[config.mk]
export PLATFORM = sky130hd
export DESIGN_NAME = watchdog_and_reset_control
export DESIGN_NICKNAME = d
export VERILOG_FILES = /design/src/lvd_hysteresis.v /design/src/watchdog_and_reset_control.v /design/src/wdt_prescaler.v
export VERILOG_INCLUDE_DIRS = /design/src
export SDC_FILE = /design/constraint.sdc
export NUM_CORES = 1
export LEC_CHECK = 0
export ABC_AREA = 1
export BUFFER_PORTS_ARGS = -buffer_cell sky130_fd_sc_hd__buf_2
export CAP_MARGIN = 0
export CORE_MARGIN = 5
export CORE_UTILIZATION = 50
export DETAILED_ROUTE_END_ITERATION = 12
export HOLD_SLACK_MARGIN = 0.08
export PLACE_DENSITY = 0.72
export SLEW_MARGIN = 0
export SYNTH_ARGS = -nofsm -noshare
export SYNTH_HDL_FRONTEND = slang
export SYNTH_SLANG_ARGS = --single-unit
[constraint.sdc]
create_clock -name clk_i -period 4.75 [get_ports clk_i]
set_input_delay 0.475 -clock clk_i [delete_from_list [all_inputs] [get_ports clk_i]]
set_output_delay 0.475 -clock clk_i [all_outputs]
set_load 0.02 [all_outputs]
[src/wdg_rst_defs.vh]
// Constants for the watchdog and reset controller
`ifndef WDG_RST_DEFS_VH
`define WDG_RST_DEFS_VH

// Data-space location and reset image of the watchdog register
`define WDG_ADDR            8'hD8
`define WDG_RESET_VAL       8'hFE

// Field positions inside the watchdog register
`define WDG_C_BIT           0
`define WDG_SR_BIT          1
`define WDG_T5_BIT          2
`define WDG_T0_BIT          7

// Physical counter reset value and the bit that ends the count
`define WDG_CNT_RESET       7'h7F
`define WDG_CNT_TOP_BIT     6

// Clocks per counter decrement and the last prescaler state
`define WDG_PRESCALE        12'hC00
`define WDG_PRESCALE_LAST   12'hBFF

// Last stretch count of the reset state, which is held at least 16 clocks
`define RST_STRETCH_LAST    5'h0F

// Last count of the built-in stabilisation delay after reset, which lasts 2048 clocks
`define STAB_DELAY_LAST     12'h7FF

// Reset vector address loaded into the program counter
`define RESET_VECTOR        12'hFFE

`endif

[src/lvd_hysteresis.v]
// Low-voltage hold latch with separate fall and rise thresholds
`timescale 1ns/1ns

module lvd_hysteresis (
  input  wire        clk_i,
  input  wire        rst_n_i,
  input  wire        enable_i,
  input  wire        below_fall_i,
  input  wire        above_rise_i,
  output reg         hold_o
);

  reg  hold_next;

  // Enter hold below the lower threshold, leave above the upper one or when enable_i is low
  always @* begin
    hold_next = hold_o;
    if (!enable_i) begin
      hold_next = 1'b0;
    end else if (below_fall_i) begin
      hold_next = 1'b1;
    end else if (above_rise_i) begin
      hold_next = 1'b0;
    end
  end

  // Starts held; the first clock with enable_i low releases it, whatever the thresholds say
  always @(posedge clk_i or negedge rst_n_i) begin
    if (!rst_n_i) begin
      hold_o <= 1'b1;
    end else begin
      hold_o <= hold_next;
    end
  end

endmodule // lvd_hysteresis

[src/watchdog_and_reset_control.v]
// Digital watchdog, reset sequencing and stop/wait control
`timescale 1ns/1ns
`include "wdg_rst_defs.vh"

module watchdog_and_reset_control (
  input  wire        clk_i,
  input  wire        rst_n_i,
  // Data-space register access
  input  wire [7:0]  addr_i,
  input  wire        wr_en_i,
  input  wire        rd_en_i,
  input  wire [7:0]  wdata_i,
  output wire [7:0]  rdata_o,
  // Option straps
  input  wire        opt_hw_activation_i,
  input  wire        opt_ext_stop_i,
  input  wire        opt_lvd_en_i,
  // Low-voltage comparators
  input  wire        lvd_below_fall_i,
  input  wire        lvd_above_rise_i,
  // Open-drain reset pin
  input  wire        rst_pin_i,
  output wire        rst_pin_o,
  output wire        rst_pin_oe_o,
  // CPU side
  input  wire        nmi_pin_i,
  input  wire        stop_instr_i,
  input  wire        wait_instr_i,
  input  wire        wake_irq_i,
  input  wire        return_from_interrupt_i,
  input  wire        irq_pending_i,
  output wire        cpu_rst_o,
  output wire        stack_clear_o,
  output wire        pc_load_o,
  output wire [11:0] pc_vector_o,
  output wire        nmi_mode_o,
  output wire        service_pending_o,
  output wire        wait_mode_o,
  output wire        stop_mode_o,
  output wire        wdg_active_o
);

  // One-hot sequencer states
  localparam [4:0] ST_RESET = 5'b00001;
  localparam [4:0] ST_DELAY = 5'b00010;
  localparam [4:0] ST_RUN   = 5'b00100;
  localparam [4:0] ST_WAIT  = 5'b01000;
  localparam [4:0] ST_STOP  = 5'b10000;
  reg  [4:0]  state_reg;
  reg  [4:0]  state_next;
  reg  [4:0]  stretch_reg;
  reg  [4:0]  stretch_next;
  reg  [11:0] stab_reg;
  reg  [11:0] stab_next;
  reg         cause_int_reg;
  reg         cause_int_next;
  reg         pin_drive_reg;
  reg         cpu_rst_reg;
  reg         pc_load_reg;
  reg         int_flag_reg;
  reg         service_reg;
  reg  [7:0]  rdata_reg;
  reg         opt_hw_reg;
  reg         opt_ext_stop_reg;
  reg         opt_lvd_reg;
  // Watchdog physical counter and control bit
  reg  [6:0]  cnt_reg;
  reg  [6:0]  cnt_next;
  reg         c_reg;
  reg         c_next;
  reg         wdg_trip_reg;
  reg         wdg_trip_next;
  reg         sw_trip_reg;
  reg         sw_trip_next;
  reg  [6:0]  cnt_dec;
  reg  [7:0]  reg_view;
  reg  [6:0]  wr_cnt;
  wire        lvd_hold;
  wire        wdg_tick;
  wire        c_eff;
  wire        counting;
  wire        wr_hit;
  wire        internal_src;
  wire        ext_low;
  integer     i;

  lvd_hysteresis u_lvd (
    .clk_i        (clk_i),
    .rst_n_i      (rst_n_i),
    .enable_i     (opt_lvd_reg),
    .below_fall_i (lvd_below_fall_i),
    .above_rise_i (lvd_above_rise_i),
    .hold_o       (lvd_hold)
  );

  // Decrement period divider, frozen outside run and wait
  wdt_prescaler u_pre (
    .clk_i   (clk_i),
    .rst_n_i (rst_n_i),
    .clear_i (wr_hit | state_reg[0]),
    .run_i   (counting),
    .tick_o  (wdg_tick)
  );

  // Control bit as the rest of the block sees it
  assign c_eff        = c_reg;
  assign counting     = state_reg[2] | state_reg[3];
  assign wr_hit       = wr_en_i & (addr_i == `WDG_ADDR) & state_reg[2];
  assign internal_src = lvd_hold | wdg_trip_reg | sw_trip_reg;
  // Pin reads low only from an outside driver while this end releases it
  assign ext_low      = ~rst_pin_i & ~pin_drive_reg;

  always @* begin
    reg_view = 8'h00;
    wr_cnt   = 7'h00;
    for (i = 0; i < 6; i = i + 1) begin
      reg_view[`WDG_T0_BIT - i] = cnt_reg[i];
      wr_cnt[i]                 = wdata_i[`WDG_T0_BIT - i];
    end
    reg_view[`WDG_SR_BIT] = cnt_reg[`WDG_CNT_TOP_BIT];
    reg_view[`WDG_C_BIT]  = c_eff;
    wr_cnt[6]             = wdata_i[`WDG_SR_BIT];
  end

  // Counter, control bit and trip detection
  always @* begin
    cnt_next      = cnt_reg;
    c_next        = c_reg;
    wdg_trip_next = 1'b0;
    sw_trip_next  = 1'b0;
    cnt_dec       = cnt_reg - 7'h01;
    if (state_reg[0]) begin
      cnt_next = `WDG_CNT_RESET;
      c_next   = opt_hw_activation_i;
    end else if (wr_hit) begin
      cnt_next = wr_cnt;
      c_next   = c_reg | wdata_i[`WDG_C_BIT];
      sw_trip_next = ~wdata_i[`WDG_SR_BIT];
    end else if (wdg_tick) begin
      cnt_next = cnt_dec;
      wdg_trip_next = c_eff & cnt_reg[`WDG_CNT_TOP_BIT] & ~cnt_dec[`WDG_CNT_TOP_BIT];
    end
  end

  always @(posedge clk_i or negedge rst_n_i) begin
    if (!rst_n_i) begin
      cnt_reg      <= `WDG_CNT_RESET;
      c_reg        <= 1'b0;
      wdg_trip_reg <= 1'b0;
      sw_trip_reg  <= 1'b0;
    end else begin
      cnt_reg      <= cnt_next;
      c_reg        <= c_next;
      wdg_trip_reg <= wdg_trip_next;
      sw_trip_reg  <= sw_trip_next;
    end
  end

  // Reset, stabilisation, run, wait and stop sequencing
  always @* begin
    state_next     = state_reg;
    stretch_next   = stretch_reg;
    stab_next      = stab_reg;
    cause_int_next = cause_int_reg;
    if (internal_src | ext_low) begin
      state_next     = ST_RESET;
      stretch_next   = 5'h00;
      cause_int_next = cause_int_reg | internal_src;
    end else begin
      case (state_reg)
        ST_RESET: begin
          if (stretch_reg == `RST_STRETCH_LAST) begin
            state_next     = ST_DELAY;
            stab_next      = 12'h000;
            cause_int_next = 1'b0;
          end else begin
            stretch_next = stretch_reg + 5'h01;
          end
        end
        ST_DELAY: begin
          if (stab_reg == `STAB_DELAY_LAST) begin
            state_next = ST_RUN;
          end else begin
            stab_next = stab_reg + 12'h001;
          end
        end
        ST_RUN: begin
          if (stop_instr_i) begin
            if (!c_eff) begin
              state_next = ST_STOP;
            end else if (opt_hw_reg & opt_ext_stop_reg & nmi_pin_i) begin
              state_next = ST_STOP;
            end else begin
              state_next = ST_WAIT;
            end
          end else if (wait_instr_i) begin
            state_next = ST_WAIT;
          end
        end
        ST_WAIT: begin
          if (wake_irq_i) begin
            state_next = ST_RUN;
          end
        end
        ST_STOP: begin
          if (wake_irq_i) begin
            state_next = ST_RUN;
          end
        end
        default: begin
          state_next = ST_RESET;
        end
      endcase
    end
  end

  // Sequencer storage; power-on counts as an internal source
  always @(posedge clk_i or negedge rst_n_i) begin
    if (!rst_n_i) begin
      state_reg     <= ST_RESET;
      stretch_reg   <= 5'h00;
      stab_reg      <= 12'h000;
      cause_int_reg <= 1'b1;
    end else begin
      state_reg     <= state_next;
      stretch_reg   <= stretch_next;
      stab_reg      <= stab_next;
      cause_int_reg <= cause_int_next;
    end
  end

  // Option straps are caught while the device sits in reset
  always @(posedge clk_i or negedge rst_n_i) begin
    if (!rst_n_i) begin
      opt_hw_reg       <= 1'b0;
      opt_ext_stop_reg <= 1'b0;
      opt_lvd_reg      <= 1'b0;
    end else if (state_reg[0]) begin
      opt_hw_reg       <= opt_hw_activation_i;
      opt_ext_stop_reg <= opt_ext_stop_i;
      opt_lvd_reg      <= opt_lvd_en_i;
    end
  end

  // Pin drive and CPU reset controls
  always @(posedge clk_i or negedge rst_n_i) begin
    if (!rst_n_i) begin
      pin_drive_reg <= 1'b1;
      cpu_rst_reg   <= 1'b1;
      pc_load_reg   <= 1'b0;
    end else begin
      pin_drive_reg <= state_next[0] & cause_int_next;
      cpu_rst_reg   <= state_next[0] | state_next[1];
      pc_load_reg   <= state_reg[1] & state_next[2];
    end
  end

  // Interrupt flag: reset sets it, return clears it, reset wins
  always @(posedge clk_i or negedge rst_n_i) begin
    if (!rst_n_i) begin
      int_flag_reg <= 1'b1;
      service_reg  <= 1'b0;
    end else if (state_reg[0] | state_reg[1]) begin
      int_flag_reg <= 1'b1;
      service_reg  <= 1'b0;
    end else begin
      if (return_from_interrupt_i) begin
        int_flag_reg <= 1'b0;
      end
      service_reg <= return_from_interrupt_i & int_flag_reg & irq_pending_i;
    end
  end

  // Read data captured on a read strobe, unmapped reads give zero
  always @(posedge clk_i or negedge rst_n_i) begin
    if (!rst_n_i) begin
      rdata_reg <= 8'h00;
    end else if (rd_en_i) begin
      rdata_reg <= (addr_i == `WDG_ADDR) ? reg_view : 8'h00;
    end
  end

  // Outputs straight from flops, apart from the constant pin level and reset vector
  assign rdata_o           = rdata_reg;
  assign rst_pin_o         = 1'b0;          // Open drain: only ever pulls low
  assign rst_pin_oe_o      = pin_drive_reg;
  assign cpu_rst_o         = cpu_rst_reg;
  assign stack_clear_o     = cpu_rst_reg;
  assign pc_load_o         = pc_load_reg;
  assign pc_vector_o       = `RESET_VECTOR;
  assign nmi_mode_o        = int_flag_reg;
  assign service_pending_o = service_reg;
  assign wait_mode_o       = state_reg[3];
  assign stop_mode_o       = state_reg[4];
  assign wdg_active_o      = c_eff;

endmodule // watchdog_and_reset_control

[src/wdt_prescaler.v]
// Divider that produces one tick per watchdog decrement period
`timescale 1ns/1ns
`include "wdg_rst_defs.vh"

module wdt_prescaler (
  input  wire        clk_i,
  input  wire        rst_n_i,
  input  wire        clear_i,
  input  wire        run_i,
  output reg         tick_o
);

  reg  [11:0] div_reg;
  reg  [11:0] div_next;
  reg         tick_next;

  // Count while running, hold while frozen, restart on clear
  always @* begin
    div_next  = div_reg;
    tick_next = 1'b0;
    if (clear_i) begin
      div_next = 12'h000;
    end else if (run_i) begin
      if (div_reg == `WDG_PRESCALE_LAST) begin
        div_next  = 12'h000;
        tick_next = 1'b1;
      end else begin
        div_next = div_reg + 12'h001;
      end
    end
  end

  // Divider state and tick flop
  always @(posedge clk_i or negedge rst_n_i) begin
    if (!rst_n_i) begin
      div_reg <= 12'h000;
      tick_o  <= 1'b0;
    end else begin
      div_reg <= div_next;
      tick_o  <= tick_next;
    end
  end

endmodule // wdt_prescaler
Word level (Yosys, flattened, before mapping)
Cells that the tools add are included.
- register bits: 63
- bits of input ports: 32
- output and inout bits: 30
- logic and storage cells: 118
- $add $sub $neg: 4
- equality and inequality tests: 17
- multiplexer cells: 41
- bitwise logic cells: 25
- reduce and logical (&&, ||, !) cells: 10
- operators with widths (kind ; count):
    $mux W12 ; 5
    $mux W5 ; 11
    $add A12 B1 Y12 const B ; 2
    $pmux W12 S2 ; 1
    $mux W7 ; 3
    $pmux W5 S4 ; 1
    $mux W1 ; 19
    $eq A12 B11 Y1 const B ; 1
    $eq A12 B12 Y1 const B ; 1
    $and A1 B1 Y1 ; 11
    $eq A5 B4 Y1 const B ; 2
    $reduce_bool A2 Y1 ; 5
    $ne A3 B3 Y1 const B ; 3
    $or A1 B1 Y1 ; 9
    $eq A8 B8 Y1 const B ; 1
    $mux W8 ; 1
    $reduce_and A4 Y1 ; 2
    $sub A7 B1 Y7 const B ; 1
    $ne A2 B2 Y1 const B ; 3
    $add A5 B1 Y5 const B ; 1
    $eq A5 B1 Y1 const B ; 1
    $eq A5 B2 Y1 const B ; 1
    $eq A5 B3 Y1 const B ; 1
    $eq A5 B5 Y1 const B ; 1
    6 further kinds ; 10

Longest topological paths before layout
- word-level depth: 8
- depth in mapped cells: 11
- depth with buffers taken out: 9

Hierarchy
Synthesis repeated with hierarchy kept, for this count alone.
- cells, all modules: 479
- area, all modules: 3679.8 um2
- by module, submodules not included (module ; instances ; cells each ; area an instance (um2) ; seq. area each (um2)):
    watchdog_and_reset_control ; 1 ; 368 ; 2830.2 ; 1241.2
    wdt_prescaler ; 1 ; 105 ; 799.5 ; 325.3
    lvd_hysteresis ; 1 ; 6 ; 50.0 ; 26.3

Worst setup path before layout
OpenSTA, ideal clock, no wires.
- path type: reg2reg
- from: register stretch_reg[0]
- to: register stab_reg[3]
- library setup time: 0.118 ns
- data arrival time: 1.429 ns
- required time: 4.632 ns
- setup slack: 3.204 ns
- cell stages (with the launch flop): 11
- buffers on the path: 1
- period minus slack after synthesis: 1.546 ns
- cell sequence: dfrtp_1 -> ha_1 -> nand2_1 -> nor2_1 -> ha_1 -> nand4_1 -> nand2_2 -> nand2_2 -> buf_6 -> nand2_1 -> o21ai_2
- longest elaborated chain between the ends: 3
- RTL lines (element ; RTL line ; source):
    start, declared ; watchdog_and_reset_control.v:51 ; reg [4:0] stretch_reg;
    start signal, assigned ; watchdog_and_reset_control.v:226 ; stretch_reg <= stretch_next;
    $eq A5 B4 Y1 (no line) ; -- ;
    $ne A2 B2 Y1 (no line) ; -- ;
    $reduce_and A4 Y1 (no line) ; -- ;
    end signal, assigned ; watchdog_and_reset_control.v:227 ; stab_reg <= stab_next;
    end, declared ; watchdog_and_reset_control.v:53 ; reg [11:0] stab_reg;
Every way passes these cells.
A chain may end at the register's enable or synchronous reset.

Worst setup path in the final report
- from: register state_reg[2]
- to: register stab_reg[10]
- longest elaborated chain between the ends: 3
- elaborated cells on any way between the ends: 7
- those cells by class: 4 x eq/ne; 1 x mux; 2 x reduce/logical
- RTL lines (element ; RTL line ; source):
    start, declared ; watchdog_and_reset_control.v:49 ; reg [4:0] state_reg;
    start signal, assigned ; watchdog_and_reset_control.v:225 ; state_reg <= state_next;
    $eq A5 B2 Y1 or $eq A5 B1 Y1 (tied branches) ; watchdog_and_reset_control.v:170 ; case (state_reg)
    $ne A2 B2 Y1 (no line) or $reduce_bool A2 Y1 (tied branches) ; -- ;
    $reduce_and A4 Y1 (no line) ; -- ;
Several ways; a longest one is shown, not always the timed one.

==> results by group <==
STA
  • F_max: between 500 and 600 MHz
  • Period utilization: around two fifths
  • Final Critical Period: between 1500 and 2000 ps
  • Hold WS: just over 300 ps
  • Final setup viols: 0
  • Unrepaired setup endpoints after global routing: false
  • Relative slew slack: 47.4%
  • Setup Skew: roughly 5.9 ps
  • Max-slew violation count: 0
  • Setup TNS: 0 ps
  • Final hold violation count: 0
  • Worst slew pin tran: between 700 and 800 ps

Setup path
  • Worst Path Arrival: ~2200 ps
  • Reg2reg path depth: 8
  • R2R Path End: stab_reg[10]
  • Crit path capture type: flop
  • Worst Path Max Fanout: 21
  • Flop2flop setup slack: between 2000 and 3000 ps
  • CP Class: reg -> reg
  • Critical path's slowest cell: dfrtp_1
  • CP Launch Type: flop
  • Critical Path Max Stage Delay: approximately 460 ps
  • Crit-path most repeated cell: nand2_2
  • Worst EP required: 4970 ps
  • Critical path cell sequence: nor2_4 > nand2_4 > nor2_4 > nand2_2 > nand2_2 > nand2_2 > nand2_1 > o21ai_2
  • Reg2reg start: state_reg[2]

Job
  • Maxcap violations: 0

Drt
  • Detailed-route via count: about 3100
  • Antenna Nets Post-Route: 0
  • Avg WL per Cell: between 10 and 15 um
  • # DRC: 0
  • Vias/cell: around 5
  • WL final: around 7700 um
  • Drt pass-1 iters: 5
  • DR iter-0 viols: between 150 and 200

Global routing
  • GR Util All Layers: 19.0%
  • Initial antenna violation count: 0
  • Pin count of the biggest net entering global routing: 64
  • Vias in the first global route: approximately 3000
  • Global route overflow: 0
  • Global-route wire length before repair: 13400 um

Clock network
  • Clock sinks: between 60 and 70
  • Root buffer cell: clkbuf_8
  • H-Tree Depth: 3
  • Bufs on Longest Clock Path: 2
  • Post CTS Setup Buffer Count: 0
  • Clock slew seen by the registers of the worst setup and hold paths: roughly 70 ps
  • Clock Latency Late Sink: 340 ps
  • Hold Buf Count CTS: 0
  • CTS-repair resized insts: 0
  • Num CTS Buffers: 9
  • CTS tree: done

Run status
  • Status: finished, final reports clean

Die
  • Die width: approximately 95 um
  • Die Ht: between 90 and 100 um
  • Initial Utilization: roughly half
  • Core Area: 7180 um2
  • Die area: between 9000 and 10000 um2
  • Cell row count: 31
  • I/O Pins: 62

Synth
  • Syn avg cell area: around 7.8 um2
  • Yosys top cell by area: dfrtp_1
  • Cells after synthesis: approximately 470
  • Post-synthesis register bit count: between 60 and 70
  • Ranking of synthesized cells by area: dfrtp_1, nand2_1, dfstp_2
  • Top-area cell type share of the netlist area: about a third
  • Netlist cell types: 40
  • Seq/Total Area, Yosys: 43.9%
  • Post-Syn Area: approximately 3600 um2
  • Yosys warning count: 0

Final layout
  • Share of cells above drive strength 1: roughly 21%
  • Non-filler instance count after layout: 621
  • Fill cells: approximately 700
  • Inserted Diodes: 0
  • Area grow syn2layout: 12.3%
  • Layout Utilization: roughly 57%
  • Final nets: approximately 550

Pwr
  • Pwr dens: a little over 300 nW/um2
  • VDD IR-drop max: just under 0.0002 V
  • Lkg Pwr: roughly 1.9 nW
  • Power, Total: about 1.2 mW

Placed design
  • Detail Placement HPWL: 5630 um
  • Placed Cells: slightly above 600
  • I/O Buffers: 48
  • Placer Congestion: approximately 0.80

Min path
  • Min-Delay Path Depth: 2
  • Worst hold path endpoint: sw_trip_reg
  • Min-Delay Startpoint: wdata_i[1]
  • HP Class: in -> reg
-- worst max path at each step --
stage | startpoint | slack (ps) | endpoint
5_1_grt | state_reg[2] | 2590 | stab_reg[3]
6_report | state_reg[2] | 2800 | stab_reg[10]
4_1_cts | state_reg[2] | 2780 | stab_reg[1]
2_1_floorplan | stretch_reg[0] | 3200 | stab_reg[3]
3_3_place_gp | state_reg[2] | 2830 | stab_reg[9]
3_5_place_dp | state_reg[2] | 2780 | stab_reg[10]
-- layer usage --
layer / GRT usage [%] / vias to the layer above / routed length, um
met4: 5.65 / 0 / 69
li1: - / 1570 / -
met1: 21.6 / 1449 / 3230
met3: 6.08 / 6 / 369
met2: 33.8 / 68 / 4030
met5: 0 / - / 0
-- worst max-delay path: cells and delay by family (launching register included) --
kind / cells / cell delay [ps]
simple gates: 7 / 1310
compound gates: 1 / 60
flops: 1 / 460
-- layout by cell type (no fill, tap or decap), types with 6 or more instances in the layout --
master    instances
nand2_1         126
nor2_1           52
dfrtp_1          50
inv_1            49
buf_2            48
nand3_1          47
o21ai_0          23
nand4_1          13
conb_1           13
dfstp_2          13
clkbuf_8         10
nor3_1            9
o21ai_2           8
xor2_1            6
a21oi_1           6
-- per-stage QoR --
step / setup slack (ps) / instance area (um2)
after floorplan: 3200 / 3670
after global placement: 2830 / 3860
after detailed placement: 2780 / 3860
after CTS: 2780 / 4080
after global routing: 2590 / 4080
final: 2800 / 4080
-- cell type report --
| type | count | area [um2] | share of cell area [%] |
|---|---|---|---|
| repair buffers | 49 | 248 | 6.08 |
| clock buffers | 12 | 145 | 3.56 |
| well taps | 99 | 124 | 3.04 |
| clock inverters | 4 | 70.1 | 1.72 |
| inverters | 55 | 209 | 5.13 |
| flip-flops and latches | 63 | 1590 | 39.1 |
| multi-input cells | 339 | 1690 | 41.4 |
-- power breakdown --
| group | internal, mW | leakage [nW] | switching (mW) | total (mW) |
|---|---|---|---|---|
| Clock | 0.309 | 0.110 | 0.204 | 0.512 |
| Combinational | 0.0448 | 0.983 | 0.0893 | 0.134 |
| Sequential | 0.568 | 0.822 | 0.0236 | 0.592 |
-- synthesized netlist by cell type --
| cell type | number |
|---|---|
| xnor2_1 | 5 |
| nand3_1 | 47 |
| conb_1 | 2 |
| and2_1 | 1 |
| o21bai_1 | 2 |
| nor2_1 | 52 |
| ha_1 | 5 |
| inv_2 | 5 |
| nor3_1 | 9 |
| o21ai_1 | 1 |
| a21oi_2 | 1 |
| nand2_1 | 126 |
| dfrtp_1 | 50 |
| o21ai_4 | 1 |
| nand4_2 | 1 |
| nand2_2 | 4 |
| clkbuf_1 | 1 |
| nand4_1 | 13 |
| a21oi_1 | 6 |
| or2_2 | 1 |
| nand2_4 | 2 |
| nor2_2 | 1 |
| a21boi_0 | 1 |
| nand3_2 | 1 |
| inv_4 | 1 |
| o21ai_2 | 8 |
| nor4_1 | 1 |
| buf_4 | 15 |
| buf_2 | 1 |
| dfstp_2 | 13 |
| xor2_1 | 6 |
| o21a_1 | 1 |
| clkbuf_8 | 1 |
| buf_6 | 4 |
| nor2_4 | 3 |
| inv_1 | 49 |
| nand3b_1 | 1 |
| nand3_4 | 1 |
| nor3_2 | 2 |
| o21ai_0 | 23 |
-- cell families after synthesis --
group,after synthesis,share of synthesized area [%]
and+or+nand+nor,266,33.2
buffers and inverters,77,10.7
DFF,63,43.9
AOI/OAI and AO/OA,44,7.59
xor gates and xnor gates,11,2.66
adders and majority gates,5,1.72
other,2,0.207
No activity file was read; power rests on OpenSTA's default activity.
